==> src/fps_defs.vh <==
// Constants for the fault protection sequencer
`ifndef FPS_DEFS_VH
`define FPS_DEFS_VH
`define FPS_CLK_MHZ 250
`define FPS_STEP_MS 10
`define FPS_STEP_CYC (`FPS_STEP_MS * 1000 * `FPS_CLK_MHZ)
`define FPS_SS_MS 4
`define FPS_SS_CYC (`FPS_SS_MS * 1000 * `FPS_CLK_MHZ)
`define FPS_OVL_LIMIT 4'h8
`define FPS_CNT_W 32
`define FPS_VAR_A 2'h0
`define FPS_VAR_B 2'h1
`define FPS_VAR_C 2'h2
`define FPS_VAR_D 2'h3
`define FPS_ADDR_CTRL 4'h0
`define FPS_ADDR_STAT 4'h1
`define FPS_ADDR_MASK 4'h2
`define FPS_ADDR_STATE 4'h3
`define FPS_CTRL_RESET 8'h00
`define FPS_IRQ_OVL 0
`define FPS_IRQ_SHORT 1
`define FPS_IRQ_OTP 2
`define FPS_IRQ_OVP 3
`define FPS_IRQ_BO 4
`define FPS_IRQ_LATCH 5
`define FPS_IRQ_W 6
`endif

==> src/fps_tick.v <==
// Free-running divider producing a one-cycle step pulse
`timescale 1ns/10ps
`include "fps_defs.vh"
module fps_tick #(
   parameter [31:0] PERIOD = 32'h0000_0010
) (
   input wire i_clock,
   input wire i_rst_b,
   input wire i_clear,
   output reg o_tick
);
   reg [31:0] cnt_r;
   always @(posedge i_clock) begin
      if (!i_rst_b || i_clear) begin
         cnt_r <= 32'h0000_0000;
         o_tick <= 1'b0;
      end else if (cnt_r >= PERIOD - 32'h0000_0001) begin
         cnt_r <= 32'h0000_0000;
         o_tick <= 1'b1;
      end else begin
         cnt_r <= cnt_r + 32'h0000_0001;
         o_tick <= 1'b0;
      end
   end
endmodule // fps_tick

==> src/fps_ovl_timer.v <==
// Up/down overload timer counting step pulses
`timescale 1ns/10ps
`include "fps_defs.vh"
module fps_ovl_timer (
   input wire i_clock,
   input wire i_rst_b,
   input wire i_clear,
   input wire i_step,
   input wire i_overcurrent,
   output reg [3:0] o_count,
   output reg o_expired
);
   always @(posedge i_clock) begin
      if (!i_rst_b || i_clear) begin
         o_count <= 4'h0;
         o_expired <= 1'b0;
      end else if (!o_expired && i_step) begin
         if (i_overcurrent) begin
            o_count <= o_count + 4'h1;
            if (o_count + 4'h1 == `FPS_OVL_LIMIT)
               o_expired <= 1'b1;
         end else if (o_count != 4'h0) begin
            o_count <= o_count - 4'h1;
         end
      end
   end
endmodule // fps_ovl_timer

==> src/fps_seq.v <==
// Fault protection sequencer top: fault decisions, startup, registers
//
// The placing of the registers and strobed register access were decided locally.
`timescale 1ns/10ps
`include "fps_defs.vh"
// Overview of operation
// - While overcurrent is reported, overload count rises once per 10 ms step.
// - With overcurrent quiet, overload count falls once per 10 ms step.
// - Eight accumulated steps (80 ms) mean the overload timer has expired.
// - Variants B and D: expiry halts switching; supply discharges on its own.
// - Auto-recovery restarts with startup once supply-off indication is seen.
// - Variants A and C: expiry stops gate drive and asserts supply clamp.
// - Winding-short comparator shuts the controller down immediately.
// - Winding-short shutdown latches or auto-recovers like overload does.
// - Variants A and B: over-temperature on fault pin latches off.
// - Overvoltage on fault pin latches off, stops gate, clamps supply.
// - Latch holds until supply current drops below latch-hold level.
// - C/D use fault pin for brown-out and overvoltage; A/B for temperature and overvoltage.
// - C/D: brown-out comparator high stops switching.
// - After brown-out, resume only at supply turn-on with full soft-start.
// - C/D: hysteresis current source is on while brown-out comparator is high.
// - All variants: overvoltage latches until supply current drops below latch-hold level.
// - Every startup or restart applies a fixed 4 ms soft-start.
// - Winding-short comparator honoured only inside main blanking window.
module fps_seq #(
   parameter [31:0] STEP_CYC = `FPS_STEP_CYC,
   parameter [31:0] SS_CYC = `FPS_SS_CYC
) (
   input wire i_clock,
   input wire i_rst_b,
   input wire [1:0] i_variant,
   input wire i_overcurrent_comparator,
   input wire i_short_comparator,
   input wire i_main_blanking_time,
   input wire i_otp_comparator,
   input wire i_ovp_comparator,
   input wire i_brownout_comparator,
   input wire i_vcc_on,
   input wire i_vcc_off,
   input wire i_below_latch_hold_current,
   input wire [3:0] i_addr,
   input wire [7:0] i_wdata,
   input wire i_wr,
   input wire i_rd,
   output reg [7:0] o_rdata,
   output wire o_gate_enable,
   output wire o_soft_start,
   output wire o_supply_clamp,
   output wire o_bo_hyst_enable,
   output wire o_irq
);
   localparam [4:0] ST_OFF = 5'h01;
   localparam [4:0] ST_SOFT = 5'h02;
   localparam [4:0] ST_RUN = 5'h04;
   localparam [4:0] ST_HALT = 5'h08;
   localparam [4:0] ST_LATCH = 5'h10;

   reg [4:0] state_r;
   reg [4:0] state_nxt;
   reg [31:0] ss_cnt_r;
   reg [`FPS_IRQ_W-1:0] stat_r;
   reg [`FPS_IRQ_W-1:0] mask_r;
   reg [7:0] ctrl_r;
   reg ovc_seen_r;
   wire step;
   wire [3:0] ovl_count;
   wire ovl_expired;
   wire latching;
   wire cd_var;
   wire short_hit;
   wire otp_hit;
   wire ovp_hit;
   wire bo_hit;
   wire running;
   wire timer_clear;
   wire [`FPS_IRQ_W-1:0] events;
   wire [`FPS_IRQ_W-1:0] clr_bits;

   // Variants A and C latch overload and short faults
   assign latching = (i_variant == `FPS_VAR_A) || (i_variant == `FPS_VAR_C);
   assign cd_var = (i_variant == `FPS_VAR_C) || (i_variant == `FPS_VAR_D);
   assign running = (state_r == ST_SOFT) || (state_r == ST_RUN);
   assign short_hit = running && i_short_comparator && i_main_blanking_time;
   assign otp_hit = running && !cd_var && i_otp_comparator;
   assign ovp_hit = running && i_ovp_comparator;
   assign bo_hit = running && cd_var && i_brownout_comparator;
   assign o_bo_hyst_enable = cd_var && i_brownout_comparator;
   assign timer_clear = !running;

   fps_tick #(
      .PERIOD(STEP_CYC)
   ) u_tick (
      .i_clock(i_clock),
      .i_rst_b(i_rst_b),
      .i_clear(timer_clear),
      .o_tick(step)
   );

   // Remember any overcurrent within a step so short pulses still count
   always @(posedge i_clock) begin
      if (!i_rst_b || timer_clear || step)
         ovc_seen_r <= 1'b0;
      else if (i_overcurrent_comparator)
         ovc_seen_r <= 1'b1;
   end

   fps_ovl_timer u_ovl (
      .i_clock(i_clock),
      .i_rst_b(i_rst_b),
      .i_clear(timer_clear),
      .i_step(step),
      .i_overcurrent(ovc_seen_r || i_overcurrent_comparator),
      .o_count(ovl_count),
      .o_expired(ovl_expired)
   );

   always @* begin
      state_nxt = state_r;
      case (state_r)
         ST_OFF: begin
            if (i_vcc_on && !(cd_var && i_brownout_comparator))
               state_nxt = ST_SOFT;
         end
         ST_SOFT, ST_RUN: begin
            if (ovp_hit || otp_hit)
               state_nxt = ST_LATCH;
            else if ((ovl_expired || short_hit) && latching)
               state_nxt = ST_LATCH;
            else if (ovl_expired || short_hit)
               state_nxt = ST_HALT;
            else if (bo_hit)
               state_nxt = ST_OFF;
            else if (state_r == ST_SOFT && ss_cnt_r >= SS_CYC - 32'h0000_0001)
               state_nxt = ST_RUN;
         end
         ST_HALT: begin
            if (i_vcc_off)
               state_nxt = ST_OFF;
         end
         ST_LATCH: begin
            if (i_below_latch_hold_current)
               state_nxt = ST_OFF;
         end
         default: state_nxt = ST_OFF;
      endcase
   end

   always @(posedge i_clock) begin
      if (!i_rst_b) begin
         state_r <= ST_OFF;
         ss_cnt_r <= 32'h0000_0000;
      end else begin
         state_r <= state_nxt;
         if (state_r == ST_SOFT)
            ss_cnt_r <= ss_cnt_r + 32'h0000_0001;
         else
            ss_cnt_r <= 32'h0000_0000;
      end
   end

   // Software force-off bit overrides drive without touching the state
   assign o_gate_enable = running && !ctrl_r[0];
   assign o_soft_start = (state_r == ST_SOFT);
   assign o_supply_clamp = (state_r == ST_LATCH);

   assign events = {(state_nxt == ST_LATCH) && (state_r != ST_LATCH), bo_hit, ovp_hit,
                    otp_hit, short_hit, ovl_expired && running};
   assign clr_bits = (i_wr && i_addr == `FPS_ADDR_STAT) ? i_wdata[`FPS_IRQ_W-1:0]
                                                          : {`FPS_IRQ_W{1'b0}};

   // Set wins over a simultaneous write-one clear
   always @(posedge i_clock) begin
      if (!i_rst_b) begin
         stat_r <= {`FPS_IRQ_W{1'b0}};
         mask_r <= {`FPS_IRQ_W{1'b0}};
         ctrl_r <= `FPS_CTRL_RESET;
      end else begin
         stat_r <= (stat_r & ~clr_bits) | events;
         if (i_wr && i_addr == `FPS_ADDR_MASK)
            mask_r <= i_wdata[`FPS_IRQ_W-1:0];
         if (i_wr && i_addr == `FPS_ADDR_CTRL)
            ctrl_r <= i_wdata;
      end
   end

   assign o_irq = |(stat_r & mask_r);

   always @(posedge i_clock) begin
      if (!i_rst_b) begin
         o_rdata <= 8'h00;
      end else if (i_rd) begin
         case (i_addr)
            `FPS_ADDR_CTRL: o_rdata <= ctrl_r;
            `FPS_ADDR_STAT: o_rdata <= {2'h0, stat_r};
            `FPS_ADDR_MASK: o_rdata <= {2'h0, mask_r};
            `FPS_ADDR_STATE: o_rdata <= {ovl_count, 1'b0, state_r[4:2]};
            default: o_rdata <= 8'h00;
         endcase
      end else begin
         o_rdata <= 8'h00;
      end
   end
endmodule // fps_seq

==> config.mk <==
export PLATFORM = sky130hd
export DESIGN_NAME = fps_seq
export DESIGN_NICKNAME = d
export VERILOG_FILES = /design/src/fps_tick.v /design/src/fps_ovl_timer.v /design/src/fps_seq.v
export VERILOG_INCLUDE_DIRS = /design/src
export SDC_FILE = /design/constraint.sdc
export NUM_CORES = 1
export LEC_CHECK = 0
export BUFFER_PORTS_ARGS = -buffer_cell sky130_fd_sc_hd__buf_2
export CAP_MARGIN = 10
export CORE_MARGIN = 1
export CORE_UTILIZATION = 45
export DETAILED_ROUTE_END_ITERATION = 10
export GPL_TIMING_DRIVEN = 0
export MAX_ROUTING_LAYER = met4
export PLACE_DENSITY = 0.69
export REMOVE_ABC_BUFFERS = 1
export SYNTH_ARGS = -nofsm -noshare
export SYNTH_HDL_FRONTEND = slang
export SYNTH_SLANG_ARGS = --single-unit
export TNS_END_PERCENT = 20
==> constraint.sdc <==
create_clock -name i_clock -period 4.9 [get_ports i_clock]
set_input_delay 0.98 -clock i_clock [delete_from_list [all_inputs] [get_ports i_clock]]
set_output_delay 0.98 -clock i_clock [all_outputs]
set_load 0.01 [all_outputs]
==> results.py <==
metrics = {
    "routing": {
        "num_vias": 4082,
        "antenna_left": 0,
        "drc": 0,
        "routed_wl_um": 10100,
        "wl_per_cell_um": 14.1,
        "dr.pass1.iters": 4,
        "via_per_inst": 5.69,
        "drtIter0Drc": 207,
    },
    "die": {
        "io_pins": 40,
        "die_y_um": 106,
        "initial_core_util": 0.466,
        "rows": 37,
        "die_w_um": 106,
        "fp.coreArea_um2": 10400,
        "dieArea_um2": 11200,
    },
    "clocking": {
        "cts_buffer_depth": 2,
        "ctsResizeCount": 0,
        "cts_buffers": 9,
        "cts.reportedPaths.clkPinSlew_ns": 0.11,
        "cts-root-buf": "clkbuf_8",
        "cts_tree": "built",
        "hold_buffers": 0,
        "htree_levels": 3,
        "cts_sinks": 104,
        "clk_latency_ns": 0.39,
        "postCtsSetupBuffers": 0,
    },
    "setup_path": {
        "cp_slowest_stage_delay_ns": 0.47,
        "cp_top_family": "simple AND/OR/NAND/NOR gates",
        "path_class": "register to output pin",
        "arrival_ns": 1.74,
        "critical_path_buf_inv_count": 1,
        "cp_slowest_cell": "or4_1",
        "start_kind": "register",
        "crit_path_end_kind": "output pin",
        "critPathMaxFanout": 7,
        "path_cells": "xnor2_1, or4_1, nor2_1, buf_2",
        "cp.required_ns": 3.92,
    },
    "logic_synthesis": {
        "ys.flop_type": "dfxtp_1",
        "ys_types": 65,
        "synth_edf_count": 0,
        "synth_area_leaders": "dfxtp_1, a21oi_1, nand3_1",
        "yosys.area.top_type": "dfxtp_1",
        "avgSynthCellArea_um2": 9.03,
        "synthCells": 538,
        "ys.warnings.count": 0,
        "ys_ff_latch": 104,
        "syn_area_um2": 4860,
        "async_reset_ff_frac": 0,
        "synth_top_area_frac": 0.429,
        "synth-seq-area-share": 0.429,
    },
    "cells_and_area": {
        "nFillCells": 981,
        "layout_common_cells": "dfxtp_1, nand2_1, buf_2, nor2_1",
        "syn2layout_area_growth_pct": 11.1,
        "post-route-util": 0.518,
        "drive_above_1_share": 0.139,
        "final_common_cell": "dfxtp_1",
        "antennaDiodeCount": 0,
        "fin_nets": 609,
        "multi_input_comb_area_um2": 2650,
        "regArea_um2": 2080,
    },
    "sta": {
        "rsz0062_at_grt": "false",
        "whs_ns": 0.468,
        "tns_ns": 0,
        "max_freq_mhz": 368,
        "worst_slack_ns": 2.18,
        "min_period_ns": 2.72,
        "fin_skew_ns": 0.0165,
        "slew_viol_final": 0,
        "setup_violations": 0,
        "worst_pin_slew_ns": 1.02,
        "finalCritPeriodShare": 0.555,
        "final_hold_viol_count": 0,
        "slew_headroom": 0.317,
    },
    "flow_run": {
        "drv_cap": 0,
    },
    "placed_design": {
        "dp_slack_ns": 1.84,
        "place_congestion": 0.839,
        "io_buffers": 39,
        "dp_hpwl_um": 7070,
    },
    "min_path": {
        "hold_path_class": "register to register",
    },
    "grt": {
        "antenna_found_initial": 0,
        "grt_pass1_wl_um": 17300,
        "grt_max_degree": 25,
        "grt_overflow_total": 0,
        "groute.usage.overall": 0.197,
        "first_global_vias": 3771,
    },
    "power": {
        "ir_drop_mv": 0.156,
        "power.leakage_uw": 0.00183,
        "powerDensity_nw_per_um2": 283,
    },
    "outcome": {
        "outcome": "finished clean",
    },
}
## where the power goes
part / switching, uW / leakage [uW] / internal [uW]
Combinational: 35.8 / 0.000882 / 24.9
Clock: 315 / 0.000110 / 293
Sequential: 5.93 / 0.000842 / 853
## worst paths after layout
kind | start | end | slack [ns] | depth (start not counted)
worst max-delay path | state_r[1] | o_gate_enable | 2.18 | 4
worst min-delay path | ctrl_r[1] | ctrl_r[1] | 0.47 | 2
worst max register to register | state_r[1] | u_tick.cnt_r[20] | 2.45 | 5
worst min register to register | ctrl_r[1] | ctrl_r[1] | 0.47 | 2
## cell families (layout without fill, tap and decap cells)
group,Yosys count,in the layout,synth area share
AND/OR/NAND/NOR,241,241,0.278
other,1,10,0.000772
AO/OA/AOI/OAI,103,103,0.145
XOR/XNOR,26,26,0.0469
multiplexers,18,18,0.0505
buffers and inverters,39,73,0.0348
adder cells (fa/ha/maj),6,6,0.0155
flip-flops,104,104,0.429
## area by class of cell
type                    count  area share
clock buffers               9      0.0230
clock inverters             7      0.0190
inverters                  16      0.0111
multi-input cells         404       0.491
flip-flops and latches    104       0.386
well taps                 136      0.0315
repair buffers             41      0.0385
## metal layers
| metal | up-vias | part of all wire | GRT usage | routed length (um) |
|---|---|---|---|---|
| met5 | - | 0 | - | 0 |
| met4 | 0 | 0.015 | 0.0704 | 148 |
| met3 | 12 | 0.038 | 0.0441 | 386 |
| met2 | 82 | 0.48 | 0.316 | 4790 |
| met1 | 1930 | 0.47 | 0.246 | 4750 |
| li1 | 2058 | - | - | - |
## through the flow
| step | total power (uW) | cell area, um^2 | cells |
|---|---|---|---|
| detailed placement | 939 | 5160 | 700 |
| global placement | 936 | 5150 | 699 |
| CTS | 1540 | 5390 | 716 |
| global route | 1590 | 5400 | 717 |
| floorplan | 910 | 4780 | 524 |
| finish | 1530 | 5400 | 717 |
## cell usage after synthesis (all sizes together), types with 4 or more instances
master	instances
inv	15
buf	5
o31ai	11
mux2i	11
mux4	5
and3	10
o21a	7
and4	13
xnor2	15
nand2b	6
or3	11
nand3	32
or4	15
o21ai	10
nor2	36
and2	9
nor3	21
nor4	12
a211oi	12
nand4	13
clkbuf	17
a21oi	33
ha	6
a21bo	4
nand2	42
xor2	11
dfxtp	104
nor2b	6
## worst min-delay path, stage by stage, from the launching register on
cell and delay (ns):
dfxtp_1 0.33, nand2_1 0.05, a21oi_1 0.05
## registers in the layout, indices dropped and copies added (netlist names)
name and cells:
u_tick.o_tick 1, u_ovl.o_count 4, mask_r 6, o_rdata 8, u_tick.cnt_r 32, state_r 5, ctrl_r 8, ovc_seen_r 1
stat_r 6, ss_cnt_r 32, u_ovl.o_expired 1
Power figures use the tool's default switching activity.
